===== src/logic/hrch_pkg.sv =====
// constants, register map and state type for the histogram readout command handler
package hrch_pkg;
    localparam int          ADDR_W           = 8;
    localparam int          DATA_W           = 32;
    localparam int          NUM_CLASS        = 6;
    localparam int          IDX_SHIFT        = 2;
    localparam logic [7:0]  IDX_PARAM0       = 8'h0c;
    localparam logic [7:0]  IDX_PARAM1       = 8'h0d;
    localparam logic [7:0]  IDX_PARAM2       = 8'h0e;
    localparam logic [7:0]  IDX_PARAM3       = 8'h0f;
    localparam logic [7:0]  IDX_CMD          = 8'h10;
    localparam logic [7:0]  IDX_PREV         = 8'h11;
    localparam logic [7:0]  IDX_SEQ_STATE    = 8'h1d;
    localparam logic [7:0]  IDX_CONTENTS     = 8'h1e;
    localparam logic [7:0]  IDX_SERIAL       = 8'h20;
    localparam logic [7:0]  CMD_MEASURE      = 8'h04;
    localparam logic [7:0]  CMD_ARM          = 8'h30;
    localparam logic [7:0]  CMD_RESUME       = 8'h32;
    localparam logic [7:0]  CMD_SERIAL       = 8'h47;
    localparam logic [7:0]  BYTE_RESET       = 8'h00;
    localparam logic [31:0] WORD_RESET       = 32'h0000_0000;
    localparam logic [5:0]  MASK_RESET       = 6'h00;
    localparam logic [31:0] SERIAL_DEFAULT   = 32'h1234_5678;
    localparam int          P3_ELEC          = 1;
    localparam int          P3_OPT           = 2;
    localparam int          P3_PROX          = 4;
    localparam int          P3_DIST          = 7;
    localparam int          P1_PU_DIST       = 0;
    localparam int          P1_PU_SUM        = 1;
    typedef enum logic [1:0] {
        HRCH_IDLE  = 2'b00,
        HRCH_RUN   = 2'b01,
        HRCH_PAUSE = 2'b10
    } hrch_state_type;
endpackage : hrch_pkg


===== src/logic/hrch_hist_if.sv =====
// carrier between command handler and histogram selection gate
`timescale 1ns/1ps
interface hrch_hist_if;
    logic       arm;
    logic [7:0] p1;
    logic [7:0] p3;
    logic [5:0] avail;
    logic [5:0] mask;
    logic       match;
    modport ctrl (output arm, p1, p3, avail, input mask, match);
    modport gate (input arm, p1, p3, avail, output mask, match);
endinterface : hrch_hist_if


===== src/logic/hrch_cmd_handler.sv =====
// histogram readout command handler with apb register slave
//
// Our own choice: the APB register port.
`timescale 1ns/1ps
module hrch_cmd_handler #(
    parameter logic [31:0] SERIAL_NUMBER = hrch_pkg::SERIAL_DEFAULT
) (
    input  wire logic                       i_clk,
    input  wire logic                       i_sys_rst,
    input  wire logic                       i_psel,
    input  wire logic                       i_penable,
    input  wire logic                       i_pwrite,
    input  wire logic [hrch_pkg::ADDR_W-1:0] i_paddr,
    input  wire logic [hrch_pkg::DATA_W-1:0] i_pwdata,
    output logic      [hrch_pkg::DATA_W-1:0] o_prdata,
    output logic                            o_pready,
    output logic                            o_pslverr,
    input  wire logic [hrch_pkg::NUM_CLASS-1:0] i_hist_avail,
    input  wire logic                       i_meas_done,
    output logic                            o_seq_run,
    output logic                            o_paused,
    output logic      [hrch_pkg::NUM_CLASS-1:0] o_hist_class
);
    import hrch_pkg::*;

    hrch_hist_if hist ();

    hrch_hist_gate u_gate (
        .i_clk     (i_clk),
        .i_sys_rst (i_sys_rst),
        .hist      (hist.gate)
    );

    // bus decode
    logic       setup_phase;
    logic       wr_fire;
    logic [7:0] idx;
    logic       mapped;
    logic       wr_cmd;

    assign setup_phase = i_psel & ~i_penable;
    assign wr_fire     = i_psel & i_penable & o_pready & i_pwrite & ~o_pslverr;
    assign idx         = {{IDX_SHIFT{1'b0}}, i_paddr[ADDR_W-1:IDX_SHIFT]};
    assign wr_cmd      = wr_fire & (idx == IDX_CMD);

    always_comb begin
        case (idx)
            IDX_PARAM0, IDX_PARAM1, IDX_PARAM2, IDX_PARAM3,
            IDX_CMD, IDX_PREV, IDX_SEQ_STATE, IDX_CONTENTS,
            IDX_SERIAL: mapped = (i_paddr[IDX_SHIFT-1:0] == '0);
            default:    mapped = 1'b0;
        endcase
    end

    // register state
    logic [7:0]     param_byte_zero_reg, param_byte_zero_next;
    logic [7:0]     param_byte_one_reg,  param_byte_one_next;
    logic [7:0]     param_byte_two_reg,  param_byte_two_next;
    logic [7:0]     param_byte_three_reg, param_byte_three_next;
    logic [7:0]     command_reg,  command_next;
    logic [7:0]     prev_reg,     prev_next;
    logic [7:0]     contents_reg, contents_next;
    logic [31:0]    serial_reg,   serial_next;
    logic           armed_reg,    armed_next;
    hrch_state_type state_reg,    state_next;
    logic [5:0]     class_reg,    class_next;
    logic [31:0]    prdata_reg,   prdata_next;
    logic           pready_reg,   pready_next;
    logic           pslverr_reg,  pslverr_next;

    logic [7:0] wbyte;
    assign wbyte = i_pwdata[7:0];

    always_comb begin
        param_byte_zero_next  = param_byte_zero_reg;
        param_byte_one_next   = param_byte_one_reg;
        param_byte_two_next   = param_byte_two_reg;
        param_byte_three_next = param_byte_three_reg;
        command_next          = command_reg;
        prev_next             = prev_reg;
        contents_next         = contents_reg;
        serial_next           = serial_reg;
        armed_next            = armed_reg;
        if (wr_fire) begin
            case (idx)
                IDX_PARAM0: param_byte_zero_next  = wbyte;
                IDX_PARAM1: param_byte_one_next   = wbyte;
                IDX_PARAM2: param_byte_two_next   = wbyte;
                IDX_PARAM3: param_byte_three_next = wbyte;
                IDX_CMD:    command_next          = wbyte;
                default:    command_next          = command_reg;
            endcase
        end
        if (wr_cmd) begin
            prev_next = command_reg;
            if (wbyte == CMD_ARM) begin
                armed_next = 1'b1;
            end
            if (wbyte == CMD_SERIAL) begin
                serial_next   = SERIAL_NUMBER;
                contents_next = CMD_SERIAL;
            end
        end
    end

    // measurement sequencer
    always_comb begin
        state_next = state_reg;
        class_next = class_reg;
        case (state_reg)
            HRCH_IDLE: begin
                if (wr_cmd && wbyte == CMD_MEASURE) begin
                    state_next = HRCH_RUN;
                end
            end
            HRCH_RUN: begin
                if (armed_reg && hist.match) begin
                    state_next = HRCH_PAUSE;
                    class_next = hist.mask & i_hist_avail;
                end else if (i_meas_done) begin
                    state_next = HRCH_IDLE;
                end
            end
            HRCH_PAUSE: begin
                if (wr_cmd && wbyte == CMD_RESUME) begin
                    state_next = HRCH_RUN;
                    class_next = MASK_RESET;
                end
            end
            default: state_next = HRCH_IDLE;
        endcase
    end

    assign hist.arm   = wr_cmd & (wbyte == CMD_ARM);
    assign hist.p1    = param_byte_one_reg;
    assign hist.p3    = param_byte_three_reg;
    assign hist.avail = i_hist_avail;

    // apb answer: one access cycle, data prepared in setup
    always_comb begin
        prdata_next  = WORD_RESET;
        pready_next  = setup_phase;
        pslverr_next = setup_phase & ~mapped;
        if (setup_phase && !i_pwrite) begin
            case (idx)
                IDX_PARAM0:    prdata_next = {24'h000000, param_byte_zero_reg};
                IDX_PARAM1:    prdata_next = {24'h000000, param_byte_one_reg};
                IDX_PARAM2:    prdata_next = {24'h000000, param_byte_two_reg};
                IDX_PARAM3:    prdata_next = {24'h000000, param_byte_three_reg};
                IDX_CMD:       prdata_next = {24'h000000, command_reg};
                IDX_PREV:      prdata_next = {24'h000000, prev_reg};
                IDX_SEQ_STATE: prdata_next = {16'h0000, 2'b00, class_reg,
                                              5'h00, armed_reg, state_reg};
                IDX_CONTENTS:  prdata_next = {24'h000000, contents_reg};
                IDX_SERIAL:    prdata_next = serial_reg;
                default:       prdata_next = WORD_RESET;
            endcase
        end
    end

    always_ff @(posedge i_clk) begin
        if (i_sys_rst) begin
            param_byte_zero_reg  <= BYTE_RESET;
            param_byte_one_reg   <= BYTE_RESET;
            param_byte_two_reg   <= BYTE_RESET;
            param_byte_three_reg <= BYTE_RESET;
            command_reg          <= BYTE_RESET;
            prev_reg             <= BYTE_RESET;
            contents_reg         <= BYTE_RESET;
            serial_reg           <= WORD_RESET;
            armed_reg            <= 1'b0;
            state_reg            <= HRCH_IDLE;
            class_reg            <= MASK_RESET;
            prdata_reg           <= WORD_RESET;
            pready_reg           <= 1'b0;
            pslverr_reg          <= 1'b0;
        end else begin
            param_byte_zero_reg  <= param_byte_zero_next;
            param_byte_one_reg   <= param_byte_one_next;
            param_byte_two_reg   <= param_byte_two_next;
            param_byte_three_reg <= param_byte_three_next;
            command_reg          <= command_next;
            prev_reg             <= prev_next;
            contents_reg         <= contents_next;
            serial_reg           <= serial_next;
            armed_reg            <= armed_next;
            state_reg            <= state_next;
            class_reg            <= class_next;
            prdata_reg           <= prdata_next;
            pready_reg           <= pready_next;
            pslverr_reg          <= pslverr_next;
        end
    end

    // run and pause flags straight from flops
    logic run_reg, run_next;
    logic paused_reg, paused_next;

    always_comb begin
        run_next    = (state_next == HRCH_RUN);
        paused_next = (state_next == HRCH_PAUSE);
    end

    always_ff @(posedge i_clk) begin
        if (i_sys_rst) begin
            run_reg    <= 1'b0;
            paused_reg <= 1'b0;
        end else begin
            run_reg    <= run_next;
            paused_reg <= paused_next;
        end
    end

    assign o_prdata     = prdata_reg;
    assign o_pready     = pready_reg;
    assign o_pslverr    = pslverr_reg;
    assign o_seq_run    = run_reg;
    assign o_paused     = paused_reg;
    assign o_hist_class = class_reg;
endmodule : hrch_cmd_handler


===== src/logic/hrch_hist_gate.sv =====
// histogram selection mask and pause match
`timescale 1ns/1ps
module hrch_hist_gate (
    input  wire logic   i_clk,
    input  wire logic   i_sys_rst,
    hrch_hist_if.gate   hist
);
    import hrch_pkg::*;

    logic [5:0] mask_reg;
    logic [5:0] mask_next;

    always_comb begin
        mask_next = mask_reg;
        if (hist.arm) begin
            mask_next = {hist.p1[P1_PU_SUM], hist.p1[P1_PU_DIST],
                         hist.p3[P3_DIST], hist.p3[P3_PROX],
                         hist.p3[P3_OPT], hist.p3[P3_ELEC]};
        end
    end

    always_ff @(posedge i_clk) begin
        if (i_sys_rst) begin
            mask_reg <= MASK_RESET;
        end else begin
            mask_reg <= mask_next;
        end
    end

    assign hist.mask  = mask_reg;
    assign hist.match = |(mask_reg & hist.avail);
endmodule : hrch_hist_gate


===== config.mk =====
export PLATFORM = sky130hd
export DESIGN_NAME = hrch_cmd_handler
export DESIGN_NICKNAME = d
export VERILOG_FILES = /design/src/logic/hrch_pkg.sv /design/src/logic/hrch_hist_if.sv /design/src/logic/hrch_cmd_handler.sv /design/src/logic/hrch_hist_gate.sv
export SDC_FILE = /design/constraint.sdc
export NUM_CORES = 1
export LEC_CHECK = 0
export BUFFER_PORTS_ARGS = -buffer_cell sky130_fd_sc_hd__buf_4
export CORE_UTILIZATION = 45
export CTS_CLUSTER_DIAMETER = 200
export CTS_CLUSTER_SIZE = 16
export DETAILED_ROUTE_END_ITERATION = 10
export PLACE_DENSITY_LB_ADDON = 0.3
export SLEW_MARGIN = 20
export SYNTH_ARGS = -nofsm -noshare
export SYNTH_HDL_FRONTEND = slang
export SYNTH_SLANG_ARGS = --single-unit
export TNS_END_PERCENT = 5

===== constraint.sdc =====
create_clock -name i_clk -period 5.4 [get_ports i_clk]
set_input_delay 0 -clock i_clk [delete_from_list [all_inputs] [get_ports i_clk]]
set_output_delay 0 -clock i_clk [all_outputs]
set_load 0.01 [all_outputs]

==> results.py <==
metrics = {
    "setup_path": {
        "cp_slowest_cell": "or4_4",
        "worstPathRequired_ns": 5.70,
        "cp_top_family": "simple AND/OR/NAND/NOR gates",
        "arrival_ns": 2.38,
        "worstSetupEndpointType": "flop",
        "r2r_slack_ns": 3.32,
        "timing.critical_path.mode_cell": "and3_1",
        "cp_max_fo": 23,
        "cp_cell_sequence": "nand4_1 -> or4_4 -> o311ai_0 -> and3_1 -> and3_1",
        "cpPeakStageDelay_ns": 0.65,
        "path_class": "flop to flop",
        "worstPathBufferInverterCount": 0,
        "startpoint_type": "flop",
    },
    "global_route": {
        "track_usage_pct": 22.21,
        "antenna_found_initial": 0,
        "grt_pass1_vias": 3008,
        "grt_max_degree": 67,
        "grt_pass1_wl_um": 14590,
        "grt.overflow.total": 0,
    },
    "timing": {
        "rsz0062_at_grt": "false",
        "whs_ns": 0.08877,
        "min_period_ns": 2.079,
        "worst_pin_slew_ns": 0.9474,
        "hold_viol": 0,
        "finalSetupTns_ns": 0,
        "setup_viol": 0,
        "fin_skew_ns": 0.01079,
        "slew_viol_final": 0,
        "fin_ws_ns": 3.321,
        "fmax_mhz": 481.0,
        "slew-limit-headroom_pct": 36.36,
        "period_share_pct": 38.50,
    },
    "logic_synthesis": {
        "yosys_warnings": 0,
        "syn_avg_cell_area_um2": 8.560,
        "yosysMostFrequentCell": "dfxtp_1",
        "ys_top_cells_by_area": "dfxtp_1, mux2i_1, a21oi_1",
        "postSynthCellCount": 423,
        "synthDistinctLibCells": 49,
        "synth.cell_area_um2": 3621,
        "ys_ff_latch": 83,
        "yosysTopAreaCell": "dfxtp_1",
        "yosysSeqAreaShare_pct": 45.89,
        "ys_top_cells_by_count": "dfxtp_1, a21oi_1, nor2_1",
        "ys.flop_type": "dfxtp_1",
        "synth_edf_count": 0,
        "yosys.area.top_type_share_pct": 45.89,
        "async_flop_share_pct": 0,
    },
    "place": {
        "gp_congestion": 0.8068,
        "place_area_um2": 4039,
        "placed_cells": 557,
        "dp_slack_ns": 3.113,
        "hpwl_um": 6069,
        "port_buffers": 57,
    },
    "detailed_routing": {
        "drtIter0Drc": 216,
        "ant_nets": 0,
        "drt-wirelength-per-cell_um": 15.28,
        "routed_wl_um": 9044,
        "vias": 3278,
        "drc": 0,
        "first_pass_iters": 7,
        "vias_per_cell": 5.537,
    },
    "flow_run": {
        "cap_violations": 0,
    },
    "layout": {
        "final_area_um2": 4457,
        "largest_reg_flops": 15,
        "drive_gt1_share_pct": 17.76,
        "synthToLayoutAreaGrowth_pct": 23.08,
        "fin_cells": 592,
        "final_net_count": 541,
        "fillCellCount": 697,
        "final_util_pct": 57.38,
        "insertedDiodeCount": 0,
    },
    "clocking": {
        "post-cts-setup-buffers": 0,
        "htree_levels": 3,
        "root_buffer": "clkbuf_8",
        "postCtsHoldBufs": 19,
        "cts_tree": "done",
        "cts_buffers": 9,
        "ctsResizeCount": 0,
        "insertion_delay_ns": 0.36,
        "cts_buffer_depth": 2,
        "clk_pin_slew_worst_paths_ns": 0.08,
        "cts.sinks": 83,
    },
    "pwr": {
        "power_mw": 1.183,
        "peakVddDrop_v": 0.0001216,
        "power_leakage_nw": 1.633,
        "power_density_nw_per_um2": 265.4,
    },
    "die": {
        "rows": 32,
        "die_area_um2": 8409,
        "fp.dieW_um": 91.70,
        "core_area_um2": 7767,
        "die_h_um": 91.70,
        "start_util_pct": 46.62,
        "ios": 94,
    },
    "outcome": {
        "status": "finished, final reports clean",
    },
    "worst_hold_path": {
        "worstHoldPathType": "input port to flop",
    },
}
[kinds of logic (layout without fill, tap and decap cells)]
kind of cell	Yosys count	after routing	synth area share [%]
simple gates	167	167	22.08
compound gates	90	90	15.00
flops	83	83	45.89
buf+inv	47	103	6.945
mux	31	31	8.604
fa+ha+maj	4	4	1.382
other cells	1	12	0.1036
[where the power goes]
| part | total [mW] | leakage (nW) | internal (mW) | switching (mW) |
|---|---|---|---|---|
| logic | 0.0678 | 0.852 | 0.0292 | 0.0386 |
| registers | 0.613 | 0.668 | 0.612 | 0.000832 |
| clock network | 0.502 | 0.113 | 0.285 | 0.217 |
| total | 1.18 | 1.63 | 0.926 | 0.256 |
[placed cells by master (no fill, tap or decap), types with 4 or more instances in the layout]
cell and count:
dlygate4sd3_1 19, o21ai_1 6, nor2_1 47, a222oi_1 4
nand2_1 46, a22oi_1 6, mux2i_1 30, dfxtp_1 83
ha_1 4, a31oi_1 7, nor3_1 5, a21oi_1 51
inv_1 5, clkbuf_8 11, nand3_1 43, nor4_1 4
conb_1 12, a221oi_1 4, buf_4 63
[worst paths after layout]
| path | start | endpoint | depth (start not counted) |
|---|---|---|---|
| setup reg to reg | o_pready | o_seq_run | 5 |
| hold reg to reg | o_hist_class[0] | o_prdata[8] | 2 |
| hold / removal | i_paddr[3] | o_prdata[8] | 4 |
| setup / recovery | o_pready | o_seq_run | 5 |
[tightest hold or removal path, delay by kind of cell]
kind / cells / cell delay (ns)
AND/OR/NAND/NOR: 3 / 0.29
buffers and inverters: 1 / 0.12
[per-layer routing]
layer / up-vias / part of all wire (%) / GRT usage (%)
li1: 1595 / - / -
met4: 0 / 2.9 / 10.68
met1: 1523 / 43 / 27.59
met3: 25 / 5.7 / 3.731
met2: 135 / 48 / 37.41
met5: - / 0 / 0
[area by class of cell]
class / count / area [µm²] / area share, %
clock buffer: 12 / 155.1 / 3.481
clock inverter: 4 / 72.57 / 1.628
inverter: 5 / 18.77 / 0.4211
multi-input combinational: 304 / 1758 / 39.44
sequential: 83 / 1662 / 37.28
tap: 102 / 127.6 / 2.864
timing repair buffer: 82 / 663.1 / 14.88
Note: power is estimated with default switching activity, not from simulation.
